$ cat config.mk
export PLATFORM = sky130hd
export DESIGN_NAME = adcseq_ctrl
export DESIGN_NICKNAME = d
export VERILOG_FILES = /design/src/core/adcseq_pkg.sv /design/src/core/adcseq_clkdiv.sv /design/src/core/adcseq_pins.sv /design/src/core/adcseq_ctrl.sv
export SDC_FILE = /design/constraint.sdc
export NUM_CORES = 1
export LEC_CHECK = 0
export ABC_AREA = 1
export BUFFER_PORTS_ARGS = -buffer_cell sky130_fd_sc_hd__buf_2
export CORE_MARGIN = 5
export CORE_UTILIZATION = 29
export DETAILED_ROUTE_END_ITERATION = 6
export GPL_TIMING_DRIVEN = 1
export MAX_ROUTING_LAYER = met4
export PLACE_DENSITY = 0.49
export SYNTH_ARGS = -nofsm -noshare
export SYNTH_HDL_FRONTEND = slang
export SYNTH_SLANG_ARGS = --single-unit
export TNS_END_PERCENT = 20
$ cat constraint.sdc
create_clock -name clk -period 2.2 [get_ports clk]
set_input_delay 0.33 -clock clk [delete_from_list [all_inputs] [get_ports clk]]
set_output_delay 0.33 -clock clk [all_outputs]
set_load 0.02 [all_outputs]
$ cat src/core/adcseq_pkg.sv
// Package: register map, field layout and timing constants for the converter sequencer
package adcseq_pkg;
  localparam int ADDR_W = 4;
  localparam int DATA_W = 8;
  // Register indices on the plain register port
  localparam logic [3:0] ADDR_CONV_CTRL = 4'h0;
  localparam logic [3:0] ADDR_CLK_SRC = 4'h1;
  localparam logic [3:0] ADDR_IRQ_CTRL = 4'h2;
  localparam logic [3:0] ADDR_RESULT_LOW = 4'h3;
  localparam logic [3:0] ADDR_RESULT_HIGH = 4'h4;
  localparam logic [3:0] ADDR_PORT_DIR = 4'h5;
  localparam logic [3:0] ADDR_RESULT_IN = 4'h6;
  // Control register fields
  localparam int CTRL_CHAN_LSB = 0;
  localparam int CTRL_PCFG_LSB = 3;
  localparam int CTRL_BUSY_BIT = 6;
  localparam int CTRL_START_BIT = 7;
  // Interrupt control fields
  localparam int IRQ_GIE_BIT = 0;
  localparam int IRQ_CIE_BIT = 1;
  localparam int IRQ_REQ_BIT = 2;
  // Divider codes and ratios
  localparam logic [1:0] DIV_CODE_2 = 2'h0;
  localparam logic [1:0] DIV_CODE_8 = 2'h1;
  localparam logic [1:0] DIV_CODE_32 = 2'h2;
  localparam logic [5:0] DIV_HALF_2 = 6'h01;
  localparam logic [5:0] DIV_HALF_8 = 6'h04;
  localparam logic [5:0] DIV_HALF_32 = 6'h10;
  // Pin configuration value making all four pins analog
  localparam logic [2:0] PCFG_ALL = 3'h4;
  localparam logic [2:0] PCFG_OFF = 3'h0;
  // Conversion lengths in converter clock periods
  localparam int CONV_LEN_8BIT = 64;
  localparam int CONV_LEN_9BIT = 76;
  localparam logic [DATA_W-1:0] RESET_CTRL = 8'h40;
  typedef enum logic [1:0] {ADCSEQ_OFF, ADCSEQ_HELD, ADCSEQ_RUN, ADCSEQ_DONE} adcseq_state_t;
endpackage

$ cat src/core/adcseq_clkdiv.sv
// Converter clock divider: produces one-cycle tick per converter clock period
`timescale 1ns/1ps
module adcseq_clkdiv
  import adcseq_pkg::*;
(
  input wire logic clk,
  input wire logic rst_n,
  input wire logic ce,
  input wire logic run,
  input wire logic [1:0] div_sel,
  output logic tick
);
  typedef struct packed {
    logic [5:0] cnt;
    logic phase;
    logic tick;
  } adcseq_div_t;
  adcseq_div_t r;
  adcseq_div_t next_r;
  logic [5:0] half;

  // Half-period length per divider code; code 11 leaves the clock stopped
  always_comb begin
    next_r = r;
    next_r.tick = 1'b0;
    if (div_sel == DIV_CODE_2) begin
      half = DIV_HALF_2;
    end else if (div_sel == DIV_CODE_8) begin
      half = DIV_HALF_8;
    end else if (div_sel == DIV_CODE_32) begin
      half = DIV_HALF_32;
    end else begin
      half = 6'h00;
    end
    if (!run || half == 6'h00) begin
      next_r.cnt = 6'h00;
      next_r.phase = 1'b0;
    end else if (r.cnt + 6'h01 >= half) begin
      next_r.cnt = 6'h00;
      next_r.phase = ~r.phase;
      next_r.tick = r.phase; // One tick per full period
    end else begin
      next_r.cnt = r.cnt + 6'h01;
    end
  end

  // State register
  always_ff @(posedge clk or negedge rst_n) begin
    if (!rst_n) begin
      r <= '0;
    end else if (ce) begin
      r <= next_r;
    end
  end

  assign tick = r.tick;
endmodule // adcseq_clkdiv

$ cat src/core/adcseq_pins.sv
// Shared pin function: analog or digital per pin, pull-up and direction gating
`timescale 1ns/1ps
module adcseq_pins
  import adcseq_pkg::*;
(
  input wire logic [2:0] pcfg,
  input wire logic [3:0] dir_in,
  input wire logic [3:0] pullup_opt,
  output logic [3:0] analog_en,
  output logic [3:0] pullup_en,
  output logic [3:0] dir_eff,
  output logic powered
);
  // Number of analog pins follows the configuration field only
  always_comb begin
    if (pcfg >= PCFG_ALL) begin
      analog_en = 4'hF;
    end else begin
      analog_en = 4'(4'hF >> (3'h4 - pcfg));
    end
    pullup_en = pullup_opt & ~analog_en;
    dir_eff = dir_in | analog_en;
    powered = (pcfg != PCFG_OFF);
  end
endmodule // adcseq_pins

$ cat src/core/adcseq_ctrl.sv
// Converter control sequencer: registers, start protocol, busy flag, result capture
//
// How it works
// - Converter clock is system clock divided by 2, 8 or 32; code 11 undefined.
// - Pin analog or digital use follows the pin configuration field at run time.
// - Analog pins lose their pull-up; pull-ups only on digital pins.
// - Analog pins ignore their port direction bit.
// - The re-initialisation pulse leaves the busy flag at one.
// - Conversion begins when start goes 0, 1, then back to 0.
// - Busy flag clears to zero when a conversion completes with result ready.
// - Interrupt reaches CPU only with both enables set and stack not full.
// - Conversion lasts 64 or 76 converter clock periods by variant.
// - Conversion runs in hardware while the CPU continues.
// - Pin configuration zero makes all pins digital and powers converter down.
// - Pin configuration 100 or above makes all four pins analog.
// - Start held high keeps converter in reset with busy flag at one.
// - End of conversion sets the interrupt request flag regardless of enables.
//
// The register addresses and the address-and-strobe port were left to the implementer.
`timescale 1ns/1ps
module adcseq_ctrl
  import adcseq_pkg::*;
#(
  parameter bit NINE_BIT = 1'b1
) (
  input wire logic clk,
  input wire logic rst_n,
  input wire logic ce,
  input wire logic [adcseq_pkg::ADDR_W-1:0] addr,
  input wire logic [adcseq_pkg::DATA_W-1:0] wdata,
  input wire logic wr,
  input wire logic rd,
  output logic [adcseq_pkg::DATA_W-1:0] rdata,
  input wire logic [8:0] analog_result,
  input wire logic stack_full,
  input wire logic [3:0] pullup_opt,
  output logic [3:0] analog_en,
  output logic [3:0] pullup_en,
  output logic [3:0] port_dir,
  output logic [2:0] channel_select,
  output logic conv_powered,
  output logic conv_reset,
  output logic irq
);
  import adcseq_pkg::*;

  localparam logic [6:0] CONV_LEN = NINE_BIT ? 7'(CONV_LEN_9BIT) : 7'(CONV_LEN_8BIT);

  typedef struct packed {
    adcseq_state_t state;
    logic [2:0] chan;
    logic [2:0] pcfg;
    logic start;
    logic busy;
    logic [1:0] div_sel;
    logic gie;
    logic cie;
    logic req;
    logic [3:0] dir;
    logic [7:0] res_hi;
    logic [7:0] res_lo;
    logic [6:0] count;
    logic [8:0] sample_s1;
    logic [8:0] sample_s2;
    logic [7:0] rdata;
    logic [3:0] analog_en;
    logic [3:0] pullup_en;
    logic [3:0] port_dir;
    logic powered;
    logic creset;
    logic irq;
    logic stack_s1;
    logic stack_s2;
  } adcseq_ctrl_t;

  adcseq_ctrl_t r;
  adcseq_ctrl_t next_r;
  logic tick;
  logic [3:0] pin_analog;
  logic [3:0] pin_pullup;
  logic [3:0] pin_dir;
  logic pin_power;
  logic running;

  assign running = (r.state == ADCSEQ_RUN);

  // Converter clock tick generator
  adcseq_clkdiv u_div (
    .clk(clk),
    .rst_n(rst_n),
    .ce(ce),
    .run(running),
    .div_sel(r.div_sel),
    .tick(tick)
  );

  // Pin function decode from the configuration field
  adcseq_pins u_pins (
    .pcfg(r.pcfg),
    .dir_in(r.dir),
    .pullup_opt(pullup_opt),
    .analog_en(pin_analog),
    .pullup_en(pin_pullup),
    .dir_eff(pin_dir),
    .powered(pin_power)
  );

  // Read-back value of the control register
  function automatic logic [7:0] ctrl_word(input adcseq_ctrl_t s);
    logic [7:0] w;
    w = 8'h00;
    w[CTRL_CHAN_LSB +: 3] = s.chan;
    w[CTRL_PCFG_LSB +: 3] = s.pcfg;
    w[CTRL_BUSY_BIT] = s.busy;
    w[CTRL_START_BIT] = s.start;
    return w;
  endfunction

  // Register writes, start protocol and conversion sequencing
  always_comb begin
    next_r = r;
    next_r.sample_s1 = analog_result;
    next_r.sample_s2 = r.sample_s1;
    next_r.stack_s1 = stack_full;
    next_r.stack_s2 = r.stack_s1;
    // Conversion counts converter clocks in hardware; bus stays free
    if (running && tick) begin
      next_r.count = r.count + 7'h01;
    end
    if (running && tick && (r.count + 7'h01 == CONV_LEN)) begin
      next_r.state = ADCSEQ_DONE;
    end
    if (r.state == ADCSEQ_DONE) begin
      next_r.busy = 1'b0;
      next_r.req = 1'b1;
      if (NINE_BIT) begin
        next_r.res_hi = r.sample_s2[8:1];
        next_r.res_lo = {r.sample_s2[0], 7'h00};
      end else begin
        next_r.res_hi = 8'h00;
        next_r.res_lo = r.sample_s2[7:0];
      end
      next_r.state = ADCSEQ_OFF;
    end
    if (wr) begin
      if (addr == ADDR_CONV_CTRL) begin
        next_r.chan = wdata[CTRL_CHAN_LSB +: 3];
        next_r.pcfg = wdata[CTRL_PCFG_LSB +: 3];
        next_r.start = wdata[CTRL_START_BIT];
        if (wdata[CTRL_START_BIT]) begin
          next_r.state = ADCSEQ_HELD;
          next_r.busy = 1'b1;
          next_r.count = 7'h00;
        end else if (r.start && r.state == ADCSEQ_HELD) begin
          next_r.state = ADCSEQ_RUN;
          next_r.count = 7'h00;
        end
      end else if (addr == ADDR_CLK_SRC) begin
        next_r.div_sel = wdata[1:0];
      end else if (addr == ADDR_IRQ_CTRL) begin
        next_r.gie = wdata[IRQ_GIE_BIT];
        next_r.cie = wdata[IRQ_CIE_BIT];
        // Hardware set at completion wins over a software clear
        next_r.req = wdata[IRQ_REQ_BIT] | (r.state == ADCSEQ_DONE);
      end else if (addr == ADDR_PORT_DIR) begin
        next_r.dir = wdata[3:0];
      end
    end
    // Converter powered down while no pin is analog
    if (!pin_power && next_r.state == ADCSEQ_RUN) begin
      next_r.state = ADCSEQ_OFF;
    end
    // Registered outputs
    next_r.analog_en = pin_analog;
    next_r.pullup_en = pin_pullup;
    next_r.port_dir = pin_dir;
    next_r.powered = pin_power;
    next_r.creset = (r.state == ADCSEQ_HELD);
    next_r.irq = r.req && r.gie && r.cie && !r.stack_s2;
    // Read data one cycle after the strobe; unmapped reads return zero
    next_r.rdata = 8'h00;
    if (rd) begin
      if (addr == ADDR_CONV_CTRL) begin
        next_r.rdata = ctrl_word(r);
      end else if (addr == ADDR_CLK_SRC) begin
        next_r.rdata = {6'h00, r.div_sel};
      end else if (addr == ADDR_IRQ_CTRL) begin
        next_r.rdata = {5'h00, r.req, r.cie, r.gie};
      end else if (addr == ADDR_RESULT_LOW) begin
        next_r.rdata = r.res_lo;
      end else if (addr == ADDR_RESULT_HIGH) begin
        next_r.rdata = r.res_hi;
      end else if (addr == ADDR_PORT_DIR) begin
        next_r.rdata = {4'h0, r.dir};
      end
    end
  end

  // State register
  always_ff @(posedge clk or negedge rst_n) begin
    if (!rst_n) begin
      r <= '0;
      r.busy <= RESET_CTRL[CTRL_BUSY_BIT];
      r.dir <= 4'hF;
      r.port_dir <= 4'hF;
    end else if (ce) begin
      r <= next_r;
    end
  end

  assign rdata = r.rdata;
  assign analog_en = r.analog_en;
  assign pullup_en = r.pullup_en;
  assign port_dir = r.port_dir;
  assign channel_select = r.chan;
  assign conv_powered = r.powered;
  assign conv_reset = r.creset;
  assign irq = r.irq;
endmodule // adcseq_ctrl

; Word-level counts from Yosys, hierarchy flattened
; Cells that the tools add are included.
[classes]
addsub = 3
shift = 1
eq_ne = 12
reduce_logical = 22
bitwise_logic = 8
n_mux = 36
order_cmp = 2
[op_table]
columns = cell, count
row1 = 7-bit 2-to-1 mux, 7
row2 = 8-bit 2-to-1 mux, 6
row3 = 19-bit 2-to-1 mux, 1
row4 = 6-bit 2-to-1 mux, 3
row5 = 4-bit 2-to-1 mux, 4
row6 = 2-bit 2-to-1 mux, 7
row7 = 10-bit 2-to-1 mux, 1
row8 = 9-bit 2-to-1 mux, 1
row9 = 2-bit == test (second input constant), 4
row10 = 4-bit by 2-bit == test with 1-bit output (second input constant), 2
row11 = 4-bit by 3-bit == test with 1-bit output (second input constant), 2
row12 = 7-bit by 1-bit adder with 7-bit output (second input constant), 1
row13 = 7-bit == test (second input constant), 1
row14 = 1-bit logical AND, 7
row15 = 6-bit by 1-bit adder with 6-bit output (second input constant), 1
row16 = 6-bit >= comparator, 1
row17 = 6-bit logical NOT, 1
row18 = 6-bit AND reduction, 1
row19 = 5-bit 2-to-1 mux, 1
row20 = 5-bit AND reduction, 1
row21 = 4-bit bitwise AND, 1
row22 = 2-bit by 1-bit == test with 1-bit output (second input constant), 2
row23 = 4-bit by 1-bit == test with 1-bit output (second input constant), 1
row24 = 4-bit logical NOT, 1
row25 = other kinds (17), 26
[word_totals]
elab_cells = 111
input_bits = 31
reg_bits = 86

; Depth between registers and ports, before layout
[logic_depth]
ltp_word = 12
depth_mapped = 11
ltp_nobuf = 11

; By module
; From an unflattened synthesis, not the netlist that was laid out.
[unflattened]
hier_cells = 532
area_unflattened_um2 = 4310.4
[by_module_without_submodules]
columns = mod, n_inst, cells_per_inst, area_per_inst_um2
row1 = adcseq_ctrl, 1, 428, 3570.9
row2 = adcseq_clkdiv, 1, 70, 549.3
row3 = adcseq_pins, 1, 34, 190.2

; Worst setup path after synthesis
; Ideal clock, no wire load.
[synth_path]
kind = register to register
start = register u_div.r[2] (netlist bit)
end = register u_div.r[2] (netlist bit)
required_ps = 2081
arrival_time_ps = 1555
setup_ps = 119
slack_ps = 526
period_less_slack_ps = 1674
path_stages_with_launch = 10
cell_sequence = dfrtp_1 -> ha_1 -> xor2_1 -> ha_1 -> o21ai_0 -> nand3_1 -> nand2_1 -> nand2_2 -> nor2_4 -> o21a_1
[synth_between]
elab_chain_cells = 4
[synth_rtl]
columns = element, line
row1 = "start, declared", adcseq_clkdiv.sv:18  ; adcseq_div_t r;
row2 = "start signal, assigned", adcseq_clkdiv.sv:52  ; r <= next_r;
row3 = 6-bit by 1-bit adder with 6-bit output (*), "adcseq_clkdiv.sv:38, adcseq_clkdiv.sv:43"
row4 = 6-bit >= comparator, adcseq_clkdiv.sv:38  ; end else if (r.cnt + 6'h01 >= half) begin
row5 = 6-bit 2-to-1 mux (*), adcseq_clkdiv.sv:38
row6 = 7-bit 2-to-1 mux (*), adcseq_clkdiv.sv:35  ; if (!run || half == 6'h00) begin
; Every way passes the cells marked *; elsewhere a longest branch is shown, timed or not.
; A chain may end at the register's enable or synchronous reset.

; Worst setup path in the final report
[layout_path]
start = register u_div.r[2] (netlist bit)
end = register u_div.r[1] (netlist bit)
[layout_between]
elab_chain_cells = 4
[layout_rtl]
columns = element, line
row1 = 6-bit by 1-bit adder with 6-bit output, adcseq_clkdiv.sv:38
row2 = 6-bit >= comparator, adcseq_clkdiv.sv:38
row3 = 2-bit nonzero test (no line), --
row4 = 2-bit AND reduction (no line), --
; No other way between the ends.

==> impl_metrics.env <==
export IMPL_synth_top_cell_area_share_pct=46.3
export IMPL_die_w_um=130
export IMPL_multi_input_area_mm2=0.00156
export IMPL_yosys_area_share_simple_pct=21.7
export IMPL_hold_viol_final=0
export IMPL_cts_buffers=9
export IMPL_design_core_area_mm2=0.0140
export IMPL_synthFlopType="dfrtp_1"
export IMPL_drtIter0Drc=208
export IMPL_finalSetupViolCount=0
export IMPL_synth_cell_area_mm2=0.00416
export IMPL_yosysWarnings=0
export IMPL_synthToLayoutAreaGrowth_pct=15.4
export IMPL_dp_cells=694
export IMPL_die_h_um=130
export IMPL_grt_usage_pct=12.1
export IMPL_initial_utilization_pct=29.7
export IMPL_post_cts_resized=0
export IMPL_synth_adder_area_share_pct=3.01
export IMPL_crit_path_end_kind="flip-flop"
export IMPL_vias=3157
export IMPL_hold_depth=3
export IMPL_synth_async_sr_flop_share_pct=100
export IMPL_powerDensity_mw_per_mm2=922
export IMPL_cp_slowest_cell="dfrtp_1"
export IMPL_synth_compound_area_share_pct=11.7
export IMPL_htreeDepth=3
export IMPL_drc_errors=0
export IMPL_grt_pass1_vias=3030
export IMPL_tightest_slew_ns=0.514
export IMPL_first_pass_iters=4
export IMPL_clock_latency_ns=0.34
export IMPL_ant_nets=0
export IMPL_clockBufferDepth=2
export IMPL_reg2reg_depth=10
export IMPL_path_cells="ha_1 > xor2_1 > ha_1 > o21ai_0 > nand3_1 > nand2_1 > nand2_2 > o21ai_2 > nand2_1 > nand2_1"
export IMPL_worstSetupStartpointType="flip-flop"
export IMPL_clock_sinks=86
export IMPL_wl_um=9550
export IMPL_fin_cells=712
export IMPL_viasPerCell=4.43
export IMPL_synthTopCellsByArea="dfrtp_1 (46%), nand2_1 (13%), o21ai_0 (6.3%), dfstp_2 (5.7%), inv_1 (4.7%)"
export IMPL_final_common_cell="nand2_1"
export IMPL_final_seq_area_mm2=0.00216
export IMPL_grt_pass1_wl_um=15400
export IMPL_synth_edff_count=0
export IMPL_post_route_period_util_pct=82.7
export IMPL_synth_seq_cells=86
export IMPL_fmax_ghz=0.550
export IMPL_synth_top_family_by_area="simple AND/OR/NAND/NOR gates"
export IMPL_grt_max_degree=38
export IMPL_finalClockSkew_ns=0.00448
export IMPL_crit_top_cell="nand2_1"
export IMPL_cp_required_ns=2.48
export IMPL_rows=43
export IMPL_cap_violations=0
export IMPL_cts_tree="done"
export IMPL_ys_seq_area_share_pct=52.0
export IMPL_syn_inst=485
export IMPL_path_clk_slew_ns=0.06
export IMPL_synth_area_mux_share_pct=0.241
export IMPL_synth_top_cell_by_area="dfrtp_1"
export IMPL_syn_avg_cell_area_um2=8.58
export IMPL_critPathMaxStageDelay_ns=0.43
export IMPL_ios=57
export IMPL_drive_gt1_share_pct=20.0
export IMPL_crit_fanout=5
export IMPL_rsz0062_at_grt="false"
export IMPL_ir_worst_vdd_v=0.000409
export IMPL_final_cell_mix="nand2_1 (142), dfrtp_1 (77), buf_2 (54), inv_1 (52), o21ai_0 (52)"
export IMPL_leakagePower_uw=0.00238
export IMPL_gp_congestion=0.826
export IMPL_cts_root_buf="clkbuf_16"
export IMPL_post_dp_hpwl_um=7130
export IMPL_worstPathArrival_ns=2.09
export IMPL_die_area_mm2=0.0168
export IMPL_nNetsFinal=567
export IMPL_overflow=0
export IMPL_fillers=1494
export IMPL_hp_class="in -> reg"
export IMPL_maxSlewViolCount=0
export IMPL_max_slew_margin_pct=65.7
export IMPL_setup_tns_ns=0
export IMPL_status="finished, final reports clean"
export IMPL_portBuffers=55
export IMPL_wl_per_cell_um=13.4
export IMPL_synth_distinct_cells=39
export IMPL_crit_type="reg -> reg"
export IMPL_finalCriticalPeriod_ns=1.82
export IMPL_synth_xor_area_share_pct=0.842
export IMPL_synth_fp_nets=526
export IMPL_antenna_found_initial=1
export IMPL_ff2ff_setup_slack_ns=0.38
## repair_timing
action                                 CTS  global route
buffers inserted                         0             0
endpoints found under the hold margin   30             0
hold buffers                             1             0
setup endpoints to repair                0             0
## registers in the layout (all words and copies together) (netlist names)
signal          count
channel_select      3
port_dir            4
analog_en           4
rdata               8
conv_powered        1
pullup_en           4
conv_reset          1
r                  42
irq                 1
u_div.r             7
u_div.tick          1
next_r             10
## where the power goes
part	leakage, µW	switching (µW)	internal (µW)	total (µW)
clock network	0.000134	589	827	1420
registers	0.00107	176	1920	2090
logic	0.00118	602	315	917
total	0.00238	1370	3060	4430
## routing by layer
metal	part of all wire [%]	up-vias	wire [µm]	GRT usage, %
met3	5.0	16	479	2.78
met5	0	-	0	-
met1	47	1462	4520	15.6
li1	-	1612	-	-
met4	2.5	0	243	5.01
met2	45	67	4300	18.4
## layout make-up
type / count / share of cell area (%)
antenna: 1 / 0.0521
multi-input combinational: 309 / 32.5
clock buffer: 15 / 5.58
clock inverter: 1 / 0.104
tap: 180 / 4.69
timing repair buffer: 66 / 7.82
sequential: 86 / 45.1
inverter: 54 / 4.22
## cells in the mapped netlist (3+ instances only)
master,instances
nand2_1,142
buf_2,5
clkbuf_1,5
a21oi_1,8
o22ai_1,5
nor2_1,29
xor2_1,3
a211oi_1,3
nor2_2,3
nand4_1,5
nor3_1,3
inv_1,52
nor2_4,4
ha_1,10
nand3_1,16
buf_4,25
dfstp_2,9
o21ai_0,52
dfrtp_1,77
a22o_1,4
## cell families after synthesis
group / Yosys count
adders and majority gates: 10
DFF: 86
xor gates and xnor gates: 4
muxes: 1
buffers and inverters: 90
AOI/OAI and AO/OA: 84
and+or+nand+nor: 210
## path summary, 6_finish.rpt
kind                                        start                 endpoint
min in group asynchronous                   rst_n        r[78]$_DFFE_PN0P_
hold reg to reg             next_r[0]$_DFFE_PN0P_    next_r[0]$_DFFE_PN0P_
max in group asynchronous                   rst_n  port_dir[3]$_DFFE_PN1P_
setup reg to reg           u_div.r[2]$_DFFE_PN0P_   u_div.r[1]$_DFFE_PN0P_
hold / removal                   analog_result[0]   next_r[25]$_DFFE_PN0P_
setup / recovery           u_div.r[2]$_DFFE_PN0P_   u_div.r[1]$_DFFE_PN0P_
## critical path, delay by kind of cell (launching register included)
kind	cells	cell delay, ns
and+or+nand+nor	5	0.42
xor gates and xnor gates	1	0.16
AOI/OAI and AO/OA	2	0.21
adders and majority gates	2	0.54
DFF	1	0.43
## metrics by stage
step	hold slack [ns]	setup WS (ns)	instance area [µm²]	util, %	total power [µW]
finish	0.188	0.381	4800	34.3	4430
global route	0.188	0.180	4800	34.3	4710
CTS	0.174	0.373	4800	34.3	4500
detailed placement	0.347	0.391	4520	32.3	3050
global placement	0.342	0.424	4520	32.3	3010
floorplan	0.0344	0.526	4160	-	2800
Power figures use the tool's default switching activity.
